===== config.mk =====
export PLATFORM = sky130hd
export DESIGN_NAME = arfb_ctrl
export DESIGN_NICKNAME = d
export VERILOG_FILES = /design/src/arfb_pkg.sv /design/src/arfb_ctrl.sv
export SDC_FILE = /design/constraint.sdc
export NUM_CORES = 1
export LEC_CHECK = 0
export ABC_AREA = 1
export BUFFER_PORTS_ARGS = -buffer_cell sky130_fd_sc_hd__buf_4
export CAP_MARGIN = 25
export CORE_UTILIZATION = 35
export DETAILED_ROUTE_END_ITERATION = 8
export MAX_ROUTING_LAYER = met4
export SLEW_MARGIN = 25
export SYNTH_ARGS = -nofsm -noshare
export SYNTH_HDL_FRONTEND = slang
export SYNTH_SLANG_ARGS = --single-unit
export TNS_END_PERCENT = 20

===== constraint.sdc =====
create_clock -name pclk -period 4.57 [get_ports pclk]
set_input_delay 0.914 -clock pclk [delete_from_list [all_inputs] [get_ports pclk]]
set_output_delay 0.914 -clock pclk [all_outputs]
set_load 0.1 [all_outputs]

===== src/arfb_pkg.sv =====
// shared constants for the converter result formatter and bias control
package arfb_pkg;
  // register byte offsets
  localparam logic [11:0] ARFB_OFF_RESULT_HIGH = 12'h000;
  localparam logic [11:0] ARFB_OFF_RESULT_LOW = 12'h004;
  localparam logic [11:0] ARFB_OFF_CONFIG = 12'h008;
  localparam logic [11:0] ARFB_OFF_CONTROL = 12'h00C;
  localparam logic [11:0] ARFB_OFF_STATUS = 12'h010;
  localparam logic [11:0] ARFB_OFF_RAW_SAMPLE = 12'h014;
  // config field positions
  localparam int ARFB_CFG_OSR_LSB = 0;
  localparam int ARFB_CFG_NELC_LSB = 3;
  localparam int ARFB_CFG_CBIAS_LSB = 5;
  localparam int ARFB_CFG_ABIAS_LSB = 7;
  localparam int ARFB_CFG_CONV_EN = 9;
  localparam int ARFB_CFG_AMP_EN = 10;
  // control bits
  localparam int ARFB_CTL_START = 0;
  localparam int ARFB_CTL_PRESET = 1;
  // reset values: full bias, both stages enabled, shortest oversampling and averaging (codes zero)
  localparam logic [10:0] ARFB_CFG_RESET = 11'h7E0;
  localparam logic [15:0] ARFB_RESULT_RESET = 16'h0000;
  // result limits
  localparam logic [15:0] ARFB_POS_FULL = 16'h7FFF;
  localparam logic [15:0] ARFB_NEG_FULL = 16'h8000;
  localparam int ARFB_RES_MIN = 6;
  localparam int ARFB_RES_MAX = 16;
  // bias codes
  localparam logic [1:0] ARFB_BIAS_FULL = 2'h3;
  // cycles from a start to result capture
  localparam int ARFB_CONV_CYCLES = 4;
  typedef enum logic [2:0] {
    ARFB_IDLE = 3'b001,
    ARFB_BUSY = 3'b010,
    ARFB_DONE = 3'b100
  } arfb_state_t;
endpackage


===== src/arfb_ctrl.sv =====
// result formatting, resolution masking and bias control behind an apb slave
//
// Contract
// - results are signed 16-bit two's complement, zero input gives zero; below sixteen bits the code returns the forced bit alone for zero
// - overrange clamps to 0x7FFF, underrange clamps to 0x8000; below sixteen bits the code forces the low field after the clamp
// - below sixteen bits resolution, low 16-n result bits are forced
// - forced field is a one followed by zeros, ten bits down to none
// - result readable as high byte and low byte registers
// - converter bias code selects quarter to full current, 62.5 to 500 kHz
// - amplifier bias code selects the same quarter steps and ceilings
// - converter and amplifier stages can be switched off when idle
// - resolution follows oversampling and averaging, six to sixteen bits
// - oversampling code sets 8 to 1024 integration cycles per pass
// - elementary conversion code sets 1, 2, 4 or 8 averaged passes
// - start or preset start bit begins a new conversion sequence; the code ignores it while busy or with the converter disabled
//
// Added by the designer: the register addresses and register access over APB.
module arfb_ctrl import arfb_pkg::*; #(
  parameter int RAW_W = 18
) (
  // apb
  input wire logic pclk,
  input wire logic presetn,
  input wire logic psel,
  input wire logic penable,
  input wire logic pwrite,
  input wire logic [11:0] paddr,
  input wire logic [31:0] pwdata,
  output logic [31:0] prdata,
  output logic pready,
  output logic pslverr,
  // converter core
  input wire logic signed [RAW_W-1:0] raw_sample,
  input wire logic raw_valid,
  // analog controls
  output logic [1:0] converter_bias_sel,
  output logic [1:0] amplifier_bias_sel,
  output logic converter_enable,
  output logic amplifier_enable,
  output logic [2:0] oversample_sel,
  output logic [1:0] elem_conv_count_sel,
  output logic [10:0] oversampling_ratio,
  output logic [3:0] elem_conv_count,
  output logic [4:0] resolution,
  output logic conv_start,
  output logic conv_busy
);

  ////////////////////////////////////////////////////////////////////
  logic [10:0] cfg;
  logic [15:0] result;
  logic [RAW_W-1:0] raw_seen;
  logic [2:0] conv_cnt;
  arfb_state_t state;
  logic wr_en;
  logic rd_hit;
  logic start_req;
  logic [15:0] next_result;
  logic [15:0] force_mask;
  logic [15:0] force_bit;
  logic [4:0] drop;
  // configuration fields
  logic cfg_wr;
  logic [2:0] osr_field;
  logic [1:0] nelc_field;
  logic [1:0] cbias_field;
  logic [1:0] abias_field;
  logic conv_on;
  logic amp_on;
  logic capture;

  assign wr_en = psel && penable && pwrite;
  assign pready = 1'b1;
  assign start_req = wr_en && (paddr == ARFB_OFF_CONTROL) &&
    (pwdata[ARFB_CTL_START] || pwdata[ARFB_CTL_PRESET]);

  ////////////////////////////////////////////////////////////////////
  // configuration fields, one register per field
  assign cfg_wr = wr_en && (paddr == ARFB_OFF_CONFIG);

  always_ff @(posedge pclk or negedge presetn) begin
    if (!presetn) begin
      osr_field <= ARFB_CFG_RESET[ARFB_CFG_OSR_LSB +: 3];
    end else if (cfg_wr) begin
      osr_field <= pwdata[ARFB_CFG_OSR_LSB +: 3];
    end
  end

  always_ff @(posedge pclk or negedge presetn) begin
    if (!presetn) begin
      nelc_field <= ARFB_CFG_RESET[ARFB_CFG_NELC_LSB +: 2];
    end else if (cfg_wr) begin
      nelc_field <= pwdata[ARFB_CFG_NELC_LSB +: 2];
    end
  end

  always_ff @(posedge pclk or negedge presetn) begin
    if (!presetn) begin
      cbias_field <= ARFB_CFG_RESET[ARFB_CFG_CBIAS_LSB +: 2];
    end else if (cfg_wr) begin
      cbias_field <= pwdata[ARFB_CFG_CBIAS_LSB +: 2];
    end
  end

  always_ff @(posedge pclk or negedge presetn) begin
    if (!presetn) begin
      abias_field <= ARFB_CFG_RESET[ARFB_CFG_ABIAS_LSB +: 2];
    end else if (cfg_wr) begin
      abias_field <= pwdata[ARFB_CFG_ABIAS_LSB +: 2];
    end
  end

  always_ff @(posedge pclk or negedge presetn) begin
    if (!presetn) begin
      conv_on <= ARFB_CFG_RESET[ARFB_CFG_CONV_EN];
    end else if (cfg_wr) begin
      conv_on <= pwdata[ARFB_CFG_CONV_EN];
    end
  end

  always_ff @(posedge pclk or negedge presetn) begin
    if (!presetn) begin
      amp_on <= ARFB_CFG_RESET[ARFB_CFG_AMP_EN];
    end else if (cfg_wr) begin
      amp_on <= pwdata[ARFB_CFG_AMP_EN];
    end
  end

  // readback image of the configuration word
  assign cfg = {amp_on, conv_on, abias_field, cbias_field, nelc_field, osr_field};

  assign oversample_sel = osr_field;
  assign elem_conv_count_sel = nelc_field;
  assign converter_bias_sel = cbias_field;
  assign amplifier_bias_sel = abias_field;
  // disabling stops the core; rate ceilings are software's concern
  assign converter_enable = conv_on;
  assign amplifier_enable = amp_on;
  assign oversampling_ratio = 11'h008 << oversample_sel;
  assign elem_conv_count = 4'h1 << elem_conv_count_sel;

  ////////////////////////////////////////////////////////////////////
  // resolution per oversampling and averaging code, capped by the result width
  always_comb begin
    unique case ({oversample_sel, elem_conv_count_sel})
      5'h00: resolution = 5'h06;
      5'h01: resolution = 5'h07;
      5'h02: resolution = 5'h08;
      5'h03: resolution = 5'h09;
      5'h04: resolution = 5'h08;
      5'h05: resolution = 5'h09;
      5'h06: resolution = 5'h0A;
      5'h07: resolution = 5'h0B;
      5'h08: resolution = 5'h0A;
      5'h09: resolution = 5'h0B;
      5'h0A: resolution = 5'h0C;
      5'h0B: resolution = 5'h0D;
      5'h0C: resolution = 5'h0C;
      5'h0D: resolution = 5'h0D;
      5'h0E: resolution = 5'h0E;
      5'h0F: resolution = 5'h0F;
      5'h10: resolution = 5'h0E;
      5'h11: resolution = 5'h0F;
      5'h12: resolution = 5'h10;
      5'h13: resolution = 5'h10;
      5'h14: resolution = 5'h10;
      5'h15: resolution = 5'h10;
      5'h16: resolution = 5'h10;
      5'h17: resolution = 5'h10;
      5'h18: resolution = 5'h10;
      5'h19: resolution = 5'h10;
      5'h1A: resolution = 5'h10;
      5'h1B: resolution = 5'h10;
      5'h1C: resolution = 5'h10;
      5'h1D: resolution = 5'h10;
      5'h1E: resolution = 5'h10;
      5'h1F: resolution = 5'h10;
    endcase
  end

  // forced low field: a one on top, zeros below, nothing at full resolution
  assign drop = 5'(ARFB_RES_MAX) - resolution;
  assign force_mask = 16'((17'h0_0001 << drop) - 17'h0_0001);
  always_comb begin
    unique case (drop)
      5'h00: force_bit = 16'h0000;
      5'h01: force_bit = 16'h0001;
      5'h02: force_bit = 16'h0002;
      5'h03: force_bit = 16'h0004;
      5'h04: force_bit = 16'h0008;
      5'h05: force_bit = 16'h0010;
      5'h06: force_bit = 16'h0020;
      5'h07: force_bit = 16'h0040;
      5'h08: force_bit = 16'h0080;
      5'h09: force_bit = 16'h0100;
      5'h0A: force_bit = 16'h0200;
      default: force_bit = 16'h0000;
    endcase
  end

  ////////////////////////////////////////////////////////////////////
  // saturation and low-bit forcing
  always_comb begin
    logic [15:0] sat;
    sat = 16'h0000;
    // the raw word is wider than the result, so both limits can be crossed
    if (raw_sample > RAW_W'(signed'(16'h7FFF))) begin
      sat = ARFB_POS_FULL;
    end else if (raw_sample < RAW_W'(signed'(ARFB_NEG_FULL))) begin
      sat = ARFB_NEG_FULL;
    end else begin
      sat = raw_sample[15:0];
    end
    next_result = (sat & ~force_mask) | force_bit;
  end

  ////////////////////////////////////////////////////////////////////
  // conversion sequencer
  // the core may report sooner; a fixed floor keeps results ordered
  assign capture = (state == ARFB_BUSY) && raw_valid &&
    (conv_cnt >= 3'(ARFB_CONV_CYCLES - 1));

  always_ff @(posedge pclk or negedge presetn) begin
    if (!presetn) begin
      state <= ARFB_IDLE;
    end else begin
      unique case (state)
        ARFB_IDLE: begin
          if (start_req && converter_enable) begin
            state <= ARFB_BUSY;
          end
        end
        ARFB_BUSY: begin
          if (capture) begin
            state <= ARFB_DONE;
          end
        end
        ARFB_DONE: begin
          if (start_req && converter_enable) begin
            state <= ARFB_BUSY;
          end else begin
            state <= ARFB_IDLE;
          end
        end
        default: begin
          state <= ARFB_IDLE;
        end
      endcase
    end
  end

  // floor counter for the minimum busy time
  always_ff @(posedge pclk or negedge presetn) begin
    if (!presetn) begin
      conv_cnt <= 3'h0;
    end else if (state != ARFB_BUSY) begin
      conv_cnt <= 3'h0;
    end else if (conv_cnt < 3'(ARFB_CONV_CYCLES - 1)) begin
      conv_cnt <= conv_cnt + 3'h1;
    end
  end

  assign conv_start = start_req && converter_enable && (state != ARFB_BUSY);
  assign conv_busy = (state == ARFB_BUSY);

  // result holds until the next capture
  always_ff @(posedge pclk or negedge presetn) begin
    if (!presetn) begin
      result <= ARFB_RESULT_RESET;
    end else if (capture) begin
      result <= next_result;
    end
  end

  // last raw sample, kept for diagnosis
  always_ff @(posedge pclk or negedge presetn) begin
    if (!presetn) begin
      raw_seen <= '0;
    end else if (capture) begin
      raw_seen <= raw_sample;
    end
  end

  ////////////////////////////////////////////////////////////////////
  // apb read mux
  always_comb begin
    rd_hit = 1'b1;
    prdata = 32'h0000_0000;
    unique case (paddr)
      ARFB_OFF_RESULT_HIGH: prdata[7:0] = result[15:8];
      ARFB_OFF_RESULT_LOW: prdata[7:0] = result[7:0];
      ARFB_OFF_CONFIG: prdata[10:0] = cfg;
      ARFB_OFF_CONTROL: prdata = 32'h0000_0000;
      ARFB_OFF_STATUS: prdata[5:0] = {conv_busy, resolution};
      ARFB_OFF_RAW_SAMPLE: prdata[RAW_W-1:0] = raw_seen;
      default: rd_hit = 1'b0;
    endcase
  end

  // unmapped offsets answer with an error; read-only ones drop writes
  assign pslverr = psel && penable && !rd_hit;

endmodule


==> flow_summary_export.csv <==
group,metric,value,unit
layout,n_fill_cell,1088,
pwr,intPower,0.000625,W
synthesis,yosysSeqAreaShare,0.350,
cts,cts_inserted_buffers,5,
synthesis,synth.most_common_cell,"nand2_1",
critical_path,worst-path-max-fanout,6,
timing,post-route-period-util,0.818,
place,port_buffers,95,
pwr,clkPwrFrac,0.335,
floorplanning,num_rows,37,
route,wl_per_cell,15.2,um
layout,drive_above_1_share,0.300,
global_routing,overflow,0,
cts,clk_pin_slew,0.09,ns
pwr,pwr-share-comb,0.159,
layout,final_cells,699,
synthesis,synth_edf_count,0,
critical_path,critPathArrivalTime,2.82,ns
worst_hold_path,worst_hold_path_type,"reg -> reg",
timing,maxSlewViolCount,0,
outcome,status,"completed",
timing,fmax,267,MHz
floorplanning,initial_core_util,0.359,
synthesis,synth_top_area_share,0.300,
global_routing,met3_usage,0.0320,
synthesis,syn_inst,474,
layout,finalNetCount,635,
critical_path,required,3.66,ns
timing,slew_headroom,0.552,
critical_path,reg2reg_slack,2.00,ns
route,drt-total-wl,10600,um
floorplanning,die_h,104,um
global_routing,use_met1,0.269,
route,drc,0,
critical_path,r2r_start,"oversample_sel[0]",
pwr,p_seq_frac,0.505,
critical_path,endpoint_kind,"primary output",
worst_hold_path,hp-start,"result[9]",
timing,holdWs,0.494,ns
cts,cts_sinks,51,
pwr,switchingPower,0.000271,W
place,dpl.hpwl,8180,um
cts,clk-insertion-delay-late,0.33,ns
cts,cts_setup_buffers,0,
timing,finalSetupViolations,0,
worst_hold_path,min_to,"result[9]",
critical_path,timing.rr.end,"result[12]",
cts,cts_tree,"built",
synthesis,synth_area_leaders,"dfrtp_1, nand2_1, inv_1",
timing,finalSetupTns,0,ns
floorplanning,core,0.0102,mm^2
layout,area_growth_syn_to_layout,22.0,%
synthesis,yosys_warnings,0,
timing,worst_slew_pin_slew,0.672,ns
pwr,ir_drop,0.000109,V
pwr,power_per_cell_area,200,mW/mm^2
timing,hold_viol_final,0,
route,antenna_left,0,
critical_path,critPathKind,"in -> out",
floorplanning,pin_count,135,
cts,htree_levels,2,
synthesis,synth-async-reset-ratio,1.00,
route,dr.pass1.iters,4,
synthesis,synth_commonest_cells,"nand2_1, inv_1, nor2_1, dfrtp_1, o21ai_0",
timing,layout_min_cycle_time,3.74,ns
global_routing,grt_pass1_wl,17200,um
global_routing,grt_max_degree,52,
pwr,swShare,0.303,
synthesis,synth_top_cell_by_area,"dfrtp_1",
global_routing,top_usage_layer,"met2",
critical_path,r2r_cells,14,
synthesis,synth-main-ff-cell,"dfrtp_1",
worst_hold_path,hold_depth,2,
route,viasPerCell,4.91,
global_routing,grtUsageTotal,0.210,
route,first_iter_violations,212,
cts,root_buffer,"clkbuf_8",
timing,skew,0.00841,ns
global_routing,grt_antenna_before_repair,0,
cts,cts_resized,0,
floorplanning,die_w,104,um
critical_path,startpoint_type,"input port",
cts,clock_path_buffers,2,
place,dp.cells,691,
synthesis,ys_ff_latch,51,
floorplanning,die_area,0.0109,mm^2
timing,rsz0062_at_grt,"false",
synthesis,synth.distinct_cells,47,
place,routabilityCongestion,0.997,
synthesis,avgSynthCellArea,7.75,um^2
synthesis,syn_area,0.00367,mm^2
layout,antennaDiodeCount,0,
pwr,p_leak,2.39,nW
global_routing,grt_pass1_vias,3340,
cts,ctsHoldBuffers,0,
route,vias,3431,
pwr,finalPower,0.000897,W
global_routing,use_met2,0.339,
run,cap_violations,0,
## layout by cell type (no fill, tap or decap), types with 7 or more instances in the layout
cell type  count
a21oi_1       12
clkbuf_8       7
nand3_1       19
o22ai_1        9
nor3_1         8
buf_4         98
inv_1         63
dfstp_2        7
conb_1        18
o21ai_0       32
nand4_1       16
nand2_1       86
dfrtp_1       44
nand2_4        8
nand2_2        7
inv_2          8
nor2_1        54
## power groups by stage
| stage | Sequential (W) | Clock, W | Combinational [W] |
|---|---|---|---|
| after detailed placement | 0.000462 | 0 | 0.000144 |
| after global placement | 0.000462 | 0 | 0.000143 |
| after CTS | 0.000453 | 0.000308 | 0.000144 |
| after global routing | 0.000453 | 0.000327 | 0.000151 |
| after floorplan | 0.000463 | 0 | 0.000102 |
| final | 0.000453 | 0.000301 | 0.000143 |
## flip-flops by register name, indices dropped and copies added, names as in the netlist, 2 cells and up
signal,count
amplifier_bias_sel,2
conv_cnt,3
converter_bias_sel,2
elem_conv_count_sel,2
oversample_sel,3
raw_seen,18
result,16
state,3
## per-stage QoR
stage	util	worst slack, ns	instance area, um^2
after floorplan	-	-0.209	3730
after global placement	0.428	0.871	4380
after detailed placement	0.428	0.822	4380
after CTS	0.438	0.812	4480
after global routing	0.438	0.608	4480
final	0.438	0.831	4480
## final cells by class
| type | count | area [um^2] | area share |
|---|---|---|---|
| multi-input combinational | 335 | 1920 | 0.429 |
| sequential | 51 | 1280 | 0.287 |
| timing repair buffer | 98 | 736 | 0.164 |
| inverter | 71 | 267 | 0.0595 |
| clock buffer | 8 | 100 | 0.0223 |
| tap | 136 | 170 | 0.0380 |
## routing by layer
metal  vias to the layer above  share of wire
met5                         -              0
met4                         0          0.020
met3                        13          0.047
met2                        85           0.48
met1                      1640           0.46
li1                       1693              -
## cell families (layout without fill, tap and decap cells)
group                      Yosys count  after routing  share of synthesized area
AOI/OAI and AO/OA                   78             78                      0.127
adders and majority gates            5              5                     0.0170
buffers and inverters              104            177                      0.143
DFF                                 51             51                      0.350
muxes                                9              9                     0.0337
other                                2             18                    0.00205
and+or+nand+nor                    225            225                      0.327
## worst max-delay path by stage
stage	endpoint	start	slack, ns	cells after the start
floorplan	prdata[10]	paddr[1]	-0.21	8
global placement	prdata[0]	paddr[11]	0.87	11
detailed placement	prdata[0]	paddr[9]	0.82	11
CTS	prdata[0]	paddr[9]	0.81	11
global route	prdata[0]	paddr[9]	0.61	11
finish	prdata[0]	paddr[11]	0.83	11
## critical path: stages
cell and delay [ns]:
buf_4 0.11, nor2_1 0.09, nand2_1 0.11, nor2_4 0.19, inv_1 0.06, nor2_1 0.41
inv_1 0.18, nor2_1 0.17, a211oi_1 0.08, o21ai_0 0.16, buf_4 0.36
Power figures use the tool's default switching activity.
